==> src/wser_defs.svh <==
// register offsets, reset values and field positions for the wake/smi event block
// Functional notes
// - wake out when status, enable, global enable
// - disabled pin still shows status, no wake
// - group five pin wake enable register
// - pin wake enable cleared only by standby
// - internal source wake enable register
// - status bus only for enabled sources
// - status a bits cleared only at source
// - status a resets 0x02, bit1 forced set
// - parallel status high until port activated
// - status b layout, reset zero
// - status b bits 2-5 write one clear
// - mouse, keyboard bits follow source only
// - keyboard pin bit write one clears
`ifndef WSER_DEFS_SVH
`define WSER_DEFS_SVH
`define WSER_OFF_PIN_EN 8'h0e
`define WSER_OFF_SRC_EN 8'h0f
`define WSER_OFF_STS_A 8'h10
`define WSER_OFF_STS_B 8'h11
`define WSER_OFF_INT_STS 8'h18
`define WSER_OFF_INT_MASK 8'h19
`define WSER_OFF_CTRL 8'h1a
`define WSER_RST_PIN_EN 8'h00
`define WSER_RST_SRC_EN 8'h00
`define WSER_RST_STS_A 8'h02
`define WSER_RST_STS_B 8'h00
`define WSER_STS_A_MASK 8'h9e
`define WSER_STS_B_MASK 8'h3f
`define WSER_STS_B_W1C 8'h3c
`define WSER_STS_B_SRC 8'h03
`define WSER_BIT_PAR 1
`endif

==> src/wser_pkg.sv <==
// types for the wake/smi event block
package wser_pkg;
    typedef logic [7:0] wser_byte_type;
    typedef enum logic [1:0] {
        WSER_IDLE,
        WSER_ACK
    } wser_bus_state_type;
endpackage : wser_pkg

==> src/wser_sync.sv <==
// three-stage synchroniser, change taken when last two agree
module wser_sync (
    // clock and reset
    input wire logic clock,
    input wire logic rst,
    // data
    input wire logic [7:0] din,
    output logic [7:0] dout
);
    logic [7:0] s1_q;
    logic [7:0] s2_q;
    logic [7:0] s3_q;
    logic [7:0] out_q;
    wire [7:0] agree = ~(s2_q ^ s3_q);
    wire [7:0] out_d = (agree & s3_q) | (~agree & out_q);
    always_ff @(posedge clock or posedge rst) begin
        if (rst) begin
            // pins rest high; a zero here would fake an edge after reset
            s1_q <= 8'hff;
            s2_q <= 8'hff;
            s3_q <= 8'hff;
            out_q <= 8'hff;
        end else begin
            s1_q <= din;
            s2_q <= s1_q;
            s3_q <= s2_q;
            out_q <= out_d;
        end
    end
    assign dout = out_q;
endmodule : wser_sync

==> src/wser_edge.sv <==
// rising edge detector for event sources
module wser_edge (
    // clock and reset
    input wire logic clock,
    input wire logic rst,
    // levels
    input wire logic [7:0] lvl,
    output logic [7:0] rise
);
    logic [7:0] prev_q;
    always_ff @(posedge clock or posedge rst) begin
        if (rst) begin
            prev_q <= 8'h00;
        end else begin
            prev_q <= lvl;
        end
    end
    assign rise = lvl & ~prev_q;
endmodule : wser_edge

==> src/wser_top.sv <==
// wake enable and smi status registers with wishbone slave
//
// Design decision made here: register access over Wishbone.
`include "wser_defs.svh"
module wser_top (
    // clock and resets
    input wire logic clock,
    input wire logic rst,
    input wire logic main_reset,
    // wishbone slave
    input wire logic wb_cyc_i,
    input wire logic wb_stb_i,
    input wire logic wb_we_i,
    input wire logic [7:0] wb_adr_i,
    input wire logic [3:0] wb_sel_i,
    input wire logic [31:0] wb_dat_i,
    output logic [31:0] wb_dat_o,
    output logic wb_ack_o,
    output logic wb_err_o,
    // group five pin wake status, same clock
    input wire logic [7:0] pin_wake_status,
    // internal peripheral interrupts, same clock
    input wire logic parallel_port_irq,
    input wire logic serial2_irq,
    input wire logic serial1_irq,
    input wire logic floppy_irq,
    input wire logic mouse_irq,
    input wire logic keyboard_irq,
    input wire logic watchdog_event,
    input wire logic two_wire_ctrl_event,
    input wire logic keyboard_port_pin_event,
    input wire logic parallel_port_active,
    // pins from outside
    input wire logic printer_ack_in_n,
    input wire logic ring_indicate_1_n,
    input wire logic ring_indicate_2_n,
    // outputs
    output logic wake_event_out_n,
    output logic [7:0] internal_wake_status_bus,
    output logic irq
);
    wser_pkg::wser_byte_type pin_en_q;
    wser_pkg::wser_byte_type src_en_q;
    wser_pkg::wser_byte_type sts_b_q;
    wser_pkg::wser_byte_type int_sts_q;
    wser_pkg::wser_byte_type int_mask_q;
    logic global_wake_enable_q;
    logic sts_a_forced_q;
    logic [31:0] dat_q;
    logic ack_q;
    logic err_q;
    wser_pkg::wser_bus_state_type st_q;

    // address match, shared by every register select
    function automatic logic adr_hit(input logic [7:0] adr,
        input logic [7:0] off);
        return adr == off;
    endfunction : adr_hit

    // sticky update; a set in the clearing cycle wins so no event is lost
    function automatic logic [7:0] sticky_next(input logic [7:0] cur_v,
        input logic [7:0] clr_v, input logic [7:0] set_v);
        return (cur_v & ~clr_v) | set_v;
    endfunction : sticky_next

    // pins pass the synchroniser before use
    wire [7:0] pin_raw = {5'h00, ring_indicate_2_n, ring_indicate_1_n,
        printer_ack_in_n};
    logic [7:0] pin_sync;
    wser_sync u_sync (
        .clock(clock),
        .rst(rst),
        .din(pin_raw),
        .dout(pin_sync)
    );
    wire ack_n_s = pin_sync[0];
    wire ri1_s = ~pin_sync[1];
    wire ri2_s = ~pin_sync[2];

    wire [7:0] src_lvl = {two_wire_ctrl_event, watchdog_event, keyboard_irq,
        mouse_irq, floppy_irq, serial1_irq, serial2_irq, parallel_port_irq};
    // events edge-detected so one assertion sets a sticky bit once
    wire [7:0] ev_lvl = {2'h0, ri2_s, keyboard_port_pin_event, ri1_s,
        two_wire_ctrl_event, 2'h0};
    logic [7:0] ev_rise;
    wser_edge u_edge (
        .clock(clock),
        .rst(rst),
        .lvl(ev_lvl),
        .rise(ev_rise)
    );

    // parallel status, main reset forces it high too
    wire par_sts = ~parallel_port_active | sts_a_forced_q | ack_n_s;
    wire [7:0] sts_a = {watchdog_event, 2'h0, floppy_irq, serial1_irq,
        serial2_irq, par_sts, 1'b0} & `WSER_STS_A_MASK;

    assign internal_wake_status_bus = src_lvl & src_en_q;
    wire wake_any = |(pin_wake_status & pin_en_q) & global_wake_enable_q;
    assign wake_event_out_n = ~wake_any;
    assign irq = |(int_sts_q & int_mask_q);

    // bus decode
    wire req = wb_cyc_i & wb_stb_i & (st_q == wser_pkg::WSER_IDLE);
    wire hit_pin = adr_hit(wb_adr_i, `WSER_OFF_PIN_EN);
    wire hit_src = adr_hit(wb_adr_i, `WSER_OFF_SRC_EN);
    wire hit_a = adr_hit(wb_adr_i, `WSER_OFF_STS_A);
    wire hit_b = adr_hit(wb_adr_i, `WSER_OFF_STS_B);
    wire hit_is = adr_hit(wb_adr_i, `WSER_OFF_INT_STS);
    wire hit_im = adr_hit(wb_adr_i, `WSER_OFF_INT_MASK);
    wire hit_ct = adr_hit(wb_adr_i, `WSER_OFF_CTRL);
    wire mapped = hit_pin | hit_src | hit_a | hit_b | hit_is | hit_im | hit_ct;
    wire wr = req & wb_we_i & wb_sel_i[0] & mapped;
    wire [7:0] wd = wb_dat_i[7:0];

    // status b: source bits follow source, bits 2-5 sticky with w1c, bits 6-7 zero
    wire [7:0] b_clr = (wr & hit_b) ? (wd & `WSER_STS_B_W1C) : 8'h00;
    wire [7:0] b_src = {6'h00, keyboard_irq, mouse_irq};
    wire [7:0] b_stk = sticky_next(sts_b_q, b_clr, ev_rise);
    wire [7:0] sts_b_d = ((b_stk & `WSER_STS_B_W1C) | b_src)
        & `WSER_STS_B_MASK;

    // interrupt status: set wins over write-one clear
    wire [7:0] is_clr = (wr & hit_is) ? wd : 8'h00;
    wire [7:0] is_set = {ev_rise[5:2], src_lvl[6], src_lvl[3:1]};
    wire [7:0] int_sts_d = sticky_next(int_sts_q, is_clr, is_set);

    wire [7:0] rd_byte =
        hit_pin ? pin_en_q :
        hit_src ? src_en_q :
        hit_a ? sts_a :
        hit_b ? sts_b_q :
        hit_is ? int_sts_q :
        hit_im ? int_mask_q :
        hit_ct ? {7'h00, global_wake_enable_q} : 8'h00;

    // standby reset only, these hold through main reset
    always_ff @(posedge clock or posedge rst) begin
        if (rst) begin
            pin_en_q <= `WSER_RST_PIN_EN;
            src_en_q <= `WSER_RST_SRC_EN;
            global_wake_enable_q <= 1'b0;
        end else if (wr) begin
            if (hit_pin) pin_en_q <= wd;
            if (hit_src) src_en_q <= wd;
            if (hit_ct) global_wake_enable_q <= wd[0];
        end
    end

    always_ff @(posedge clock or posedge rst) begin
        if (rst) begin
            sts_a_forced_q <= 1'b1;
        end else begin
            sts_a_forced_q <= main_reset;
        end
    end

    always_ff @(posedge clock or posedge rst) begin
        if (rst) begin
            sts_b_q <= `WSER_RST_STS_B;
            int_sts_q <= 8'h00;
            int_mask_q <= 8'h00;
        end else begin
            sts_b_q <= sts_b_d;
            int_sts_q <= int_sts_d;
            if (wr && hit_im) int_mask_q <= wd;
        end
    end

    // one registered answer a cycle after the request, ack or err for one cycle then idle
    always_ff @(posedge clock or posedge rst) begin
        if (rst) begin
            st_q <= wser_pkg::WSER_IDLE;
            ack_q <= 1'b0;
            err_q <= 1'b0;
            dat_q <= 32'h00000000;
        end else begin
            case (st_q)
                wser_pkg::WSER_IDLE: begin
                    ack_q <= req & mapped;
                    err_q <= req & ~mapped;
                    dat_q <= {24'h000000, rd_byte};
                    if (req) st_q <= wser_pkg::WSER_ACK;
                end
                wser_pkg::WSER_ACK: begin
                    ack_q <= 1'b0;
                    err_q <= 1'b0;
                    st_q <= wser_pkg::WSER_IDLE;
                end
                default: begin
                    st_q <= wser_pkg::WSER_IDLE;
                end
            endcase
        end
    end
    assign wb_ack_o = ack_q;
    assign wb_err_o = err_q;
    assign wb_dat_o = dat_q;
endmodule : wser_top

==> config.mk <==
export PLATFORM = sky130hd
export DESIGN_NAME = wser_top
export DESIGN_NICKNAME = d
export VERILOG_FILES = /design/src/wser_pkg.sv /design/src/wser_sync.sv /design/src/wser_edge.sv /design/src/wser_top.sv
export VERILOG_INCLUDE_DIRS = /design/src
export SDC_FILE = /design/constraint.sdc
export NUM_CORES = 1
export LEC_CHECK = 0
export ABC_AREA = 0
export BUFFER_PORTS_ARGS = -buffer_cell sky130_fd_sc_hd__buf_2
export CORE_MARGIN = 4
export CORE_UTILIZATION = 30
export DETAILED_ROUTE_END_ITERATION = 6
export PLACE_DENSITY_LB_ADDON = 0.1
export SYNTH_ARGS = -nofsm -noshare
export SYNTH_HDL_FRONTEND = slang
export SYNTH_SLANG_ARGS = --single-unit
export TNS_END_PERCENT = 10
==> constraint.sdc <==
create_clock -name clock -period 2.12 [get_ports clock]
set_clock_uncertainty 0.1 [all_clocks]
set_input_delay 0.212 -clock clock [delete_from_list [all_inputs] [get_ports clock]]
set_output_delay 0.212 -clock clock [all_outputs]
set_load 0.03 [all_outputs]
=== Yosys cells after proc, flatten, opt, wreduce, memory -nomap -nowiden ===
Index checks and enable logic that the tools add are counted.

* Bits in registers: 88
* Output and inout bits: 44
* Input bits: 71
* Word-level logic and storage cells: 87

* Reduce and logical (&&, ||, !) cells: 8
* Equality and inequality tests: 9
* Bitwise logic cells: 41
* Multiplexer cells: 13

{| class="wikitable"
|+ Operators with widths
! kind !! number
|-
| two-way mux 8 bit || 7
|-
| AND 8 bit || 6
|-
| equality test 8 x 5 -> 1 bit (second input constant) || 5
|-
| NOT 8 bit || 3
|-
| equality test 8 x 4 -> 1 bit (second input constant) || 2
|-
| OR 8 bit || 2
|-
| OR reduction 8 bit || 2
|-
| AND 6 bit || 2
|-
| NOT 6 bit || 2
|-
| AND 1 bit || 10
|-
| OR 1 bit || 8
|-
| XOR 8 bit || 1
|-
| two-way mux 6 bit || 1
|-
| OR 6 x 2 -> 6 bit || 1
|-
| OR 6 bit || 1
|-
| AND reduction 2 bit || 3
|-
| NOT 1 bit || 5
|-
| two-way mux 2 bit || 2
|-
| case mux 1 bit (2 select lines) || 2
|-
| equality test 2 x 1 -> 1 bit (second input constant) || 1
|-
| zero test 2 bit || 1
|-
| != test 2 bit (second input constant) || 1
|-
| nonzero test 2 bit || 1
|-
| logical AND 1 bit || 1
|-
| two-way mux 1 bit || 1
|}

=== Logic depth before layout (Yosys ltp) ===
* Depth after elaboration: 14
* Gate-level depth with buffers: 7
* Gate-level depth less buffers: 5

=== By module ===
From an unflattened synthesis, not the netlist that was laid out.

* Cells, all modules: 313
* Area, all modules: 4,010.1 µm²

{| class="wikitable"
|+ By module, submodules not included
! module !! area an instance (µm²) !! seq. area each (µm²) !! times used !! cells each
|-
| wser_top || 2,761.4 || 1,277.5 || 1 || 255
|-
| wser_sync || 934.6 || 840.8 || 1 || 41
|-
| wser_edge || 314.1 || 200.2 || 1 || 17
|}

=== Worst setup path before layout ===
OpenSTA, ideal clock, no wires.

* Path type: register to register
* Start: register st_q[0]
* End: register int_mask_q[0]
* Setup time: 125 ps
* Path slack: 374 ps
* Clock period less this slack: 1,746 ps
* Buffers on the path: 1
* Arrival: 1,521 ps
* Stages on the path, launching flop included: 6
* Required time: 1,895 ps
* Cells stage by stage: dfrtp_1 > and3b_1 > nand3_2 > or3_1 > buf_6 > mux2_4

* Word-level cells in the longest chain between the ends: 6

{| class="wikitable"
|+ RTL lines
! element !! line !! RTL
|-
| start: declaration || wser_top.sv:52 || <nowiki>wser_pkg::wser_bus_state_type st_q;</nowiki>
|-
| start signal: assignment || wser_top.sv:173 || <nowiki>st_q <= wser_pkg::WSER_IDLE;</nowiki>
|-
| start signal: assignment || wser_top.sv:183 || <nowiki>if (req) st_q <= wser_pkg::WSER_ACK;</nowiki>
|-
| start signal: assignment || wser_top.sv:188 || <nowiki>st_q <= wser_pkg::WSER_IDLE;</nowiki>
|-
| zero test 2 bit || wser_top.sv:104 || <nowiki>wire req = wb_cyc_i & wb_stb_i & (st_q == wser_pkg::WSER_IDLE);</nowiki>
|-
| AND 1 bit || wser_top.sv:104 ||
|-
| AND 1 bit (3 in a row) || wser_top.sv:113 || <nowiki>wire wr = req & wb_we_i & wb_sel_i[0] & mapped;</nowiki>
|-
| logical AND 1 bit || wser_top.sv:166 || <nowiki>if (wr && hit_im) int_mask_q <= wd;</nowiki>
|-
| end signal: assignment || wser_top.sv:166 ||
|-
| end: declaration || wser_top.sv:46 || <nowiki>wser_pkg::wser_byte_type int_mask_q;</nowiki>
|}

No other way between the ends.
A chain may end at the register's enable or synchronous reset.

=== Worst setup path in the final report ===
* Start: input wb_stb_i
* End: register int_mask_q[0]

* Word-level cells in the longest chain between the ends: 6

{| class="wikitable"
|+ RTL lines
! element !! line !! RTL
|-
| start: declaration || wser_top.sv:12 || <nowiki>input wire logic wb_stb_i,</nowiki>
|-
| AND 1 bit (2 in a row) || wser_top.sv:104 ||
|-
| AND 1 bit (3 in a row) || wser_top.sv:113 ||
|-
| logical AND 1 bit || wser_top.sv:166 ||
|}

No other way between the ends.

==> metrics.md <==
| Metric | Value |
|---|---|
| CP cell instances | `dlygate4sd3_1, buf_2, and3b_1, nand3_2, or3_1, mux2_4` |
| Clk pwr share | `between 40% and 50%` |
| R2R depth | `4` |
| Cell with the most instances after synthesis | `dfrtp_1` |
| Post-DP Area | `roughly 0.0037 sq mm` |
| Critical path class | `primary input to flip-flop` |
| Share of cells above drive strength 1 | `40.0%` |
| Net count, final | `441` |
| Fmax | `506 MHz` |
| Critical Path Start Type | `primary input` |
| Register area share after synthesis | `between 50% and 60%` |
| Remaining Overflow, GRT | `0` |
| Worst VDD drop | `roughly 0.4 mV` |
| Top post-synthesis cells by area | `dfrtp_1 42%, dfstp_2 11%, mux2_2 9.5%` |
| Reg-to-Reg Start | `st_q[0]$_DFFE_PP0P_` |
| CP Max Fanout | `8` |
| Finished Core Util | `39.2%` |
| Gate Count Post-Synth | `~270` |
| R2R Path End | `int_mask_q[0]$_DFFE_PP0P_` |
| Ports | `approximately 120` |
| Post-Syn Area | `~0.0032 sq mm` |
| Top cells by count, synth | `54 x dfrtp_1, 27 x mux2_2, 25 x nand2_1, 24 x buf_4, 13 x dfstp_2` |
| Syn_area_per_cell | `between 10 and 15 sq um` |
| Hold Slack | `26.4 ps` |
| Sequential share of power | `47.2%` |
| CP Data Required Time | `approximately 2300 ps` |
| Placer Congestion | `approximately 0.83` |
| Post-route ant nets | `0` |
| Sw power | `~0.74 mW` |
| Vias in the first global route | `between 2000 and 2500` |
| Postcts setup bufs | `0` |
| Power per cell area | `~700 mW/mm^2` |
| Root buffer cell | `clkbuf_8` |
| DRT Wirelength | `8830 microns` |
| Floorplan row count | `37` |
| Initial antenna violation count | `0` |
| Total GRT Usage | `15.1%` |
| HP Start | `watchdog_event` |
| Total power | `around 2.8 mW` |
| Status | `complete, no violations` |
| Vias after detailed routing | `between 2000 and 2500` |
| CTS Sinks | `67` |
| Final slew viol count | `0` |
| Core Region | `roughly 0.010 sq mm` |
| H-tree level count | `3` |
| Area Growth Syn to Fin | `26.8%` |
| Clock slew at reported path FFs | `70 ps` |
| Die H | `about 110 microns` |
| Crit path from | `wb_stb_i` |
| Top-area cell type share of the netlist area | `between 40% and 50%` |
| Drt drc | `0` |
| Area leader, netlist | `dfrtp_1` |
| TNS Setup | `0 ps` |
| Routed len/inst | `around 17 microns` |
| Max Root-Sink Buffers | `2` |
| Setup crit end kind | `flip-flop` |
| I/O Buffers | `63` |
| Asr flop ratio synth | `100%` |
| Power Internal | `2.09 mW` |
| Die area | `roughly 0.012 sq mm` |
| Register-to-register setup slack | `190 ps` |
| Ant. Diodes | `0` |
| Hold path endpoint | `int_sts_q[3]$_DFF_PP0_` |
| First-pass GRT wire length | `14500 microns` |
| 1st-iter DRT viols | `~80` |
| Synth warnings | `0` |
| CP max stage delay | `approximately 560 ps` |
| Post-synth cell types | `52` |
| CP max-delay cell | `or3_1` |
| DIE WIDTH | `111 microns` |
| Leak | `about 1.9 nW` |
| Post-DP HPWL | `about 6700 microns` |
| Ys flop type | `dfrtp_1` |
| EDFF count, synth | `0` |
| Logic pwr share | `between 10% and 20%` |
| RSZ-0062 raised after global routing | `false` |
| Post-layout min period | `around 2000 ps` |
| Vias/cell | `4.60` |
| Finished Cell Area | `a little over 0.004 sq mm` |
| Initial Util | `between 30% and 40%` |
| Setup violators final | `0` |
| CTS tree | `yes` |
| Max Cap Viol | `0` |
| Pin count of the biggest net entering global routing | `between 40 and 50` |
| Endpoints failing hold | `0` |
| Hold Path Class | `primary input to flip-flop` |
| Period utilization | `about 93%` |
| Flop and latch count out of synthesis | `67` |
| Switching Fraction | `a little over a quarter` |
| Drt pass-1 iters | `4` |
| Hold path depth | `2` |
| CTS Buf Count | `9` |
| Worst path arrival time | `about 2100 ps` |
| Clock Latency Late Sink | `360 ps` |
-- state kept, by name (all words and copies together) (netlist names), 3 cells and up, named ones only --
| signal | flops |
|---|---|
| src_en_q | 8 |
| sts_b_q | 6 |
| u_sync.s3_q | 3 |
| int_mask_q | 8 |
| u_edge.prev_q | 4 |
| wb_dat_o | 8 |
| pin_en_q | 8 |
| int_sts_q | 8 |
| u_sync.s2_q | 3 |
| u_sync.s1_q | 3 |
-- metrics by stage --
stage	setup WS, ps	instances
floorplan	146	297
global placement	165	481
detailed placement	167	481
CTS	156	510
global route	107	511
finish	144	511
-- cell families after synthesis --
family / count (synthesis) / share of synthesized area (%)
AO/OA/AOI/OAI: 55 / 12.2
adder cells (fa/ha/maj): 3 / 0.937
AND/OR/NAND/NOR: 74 / 13.8
buffers and inverters: 39 / 7.85
multiplexers: 35 / 12.3
flip-flops: 67 / 52.8
other: 1 / 0.117
-- metal layers --
metal | track usage [%] | vias up | part of all wire [%]
met5 | 0 | - | 0
met4 | 3.65 | 0 | 0.96
met3 | 4.18 | 7 | 5.0
met2 | 23.5 | 71 | 46
met1 | 21.0 | 1153 | 48
li1 | - | 1121 | -
-- cells in the final DEF, fill, tap and decap left out, types with 4 or more instances in the layout --
cell	n
buf_2	63
dfrtp_1	54
mux2_2	27
nand2_1	25
conb_1	24
buf_4	18
dlygate4sd3_1	14
dfstp_2	13
nor2_1	10
a22oi_1	10
and2_1	9
clkbuf_8	9
a21oi_1	8
a21o_1	8
o21ai_0	7
mux2i_1	6
nor3_1	5
inv_1	4
nor2b_1	4
o2bb2ai_1	4
o211ai_1	4
-- critical path, delay by kind of cell --
kind,cells,cell delay [ps]
mux,1,370
simple gates,3,910
buf+inv,2,620
-- power groups by stage --
stage / Sequential (mW) / Clock, mW / Combinational (mW)
floorplan: 1.36 / 0 / 0.187
global placement: 1.36 / 0 / 0.270
detailed placement: 1.36 / 0 / 0.271
CTS: 1.34 / 1.24 / 0.290
global route: 1.34 / 1.31 / 0.315
finish: 1.34 / 1.20 / 0.288
-- worst max-delay path by stage --
stage | endpoint | cells past startpoint
floorplan | global_wake_enable_q$_DFFE_PP0P_ | 1
global route | int_mask_q[0]$_DFFE_PP0P_ | 6
finish | int_mask_q[0]$_DFFE_PP0P_ | 6
detailed placement | int_mask_q[1]$_DFFE_PP0P_ | 4
global placement | int_mask_q[0]$_DFFE_PP0P_ | 4
CTS | int_mask_q[0]$_DFFE_PP0P_ | 6
-- timing repair --
item / 4_1_cts / 5_1_grt
gates resized for setup: 0 / 0
hold buffers: 13 / 1
hold endpoints to repair: 63 / 1
-- area by class of cell --
cell class	instances	area [sq um]
clock buffers	9	124
clock inverters	7	101
fillers	1034	6300
inverters	5	18.8
multi-input cells	191	1350
flip-flops and latches	67	1690
well taps	136	170
repair buffers	96	611
Note: power is estimated with default switching activity, not from simulation.
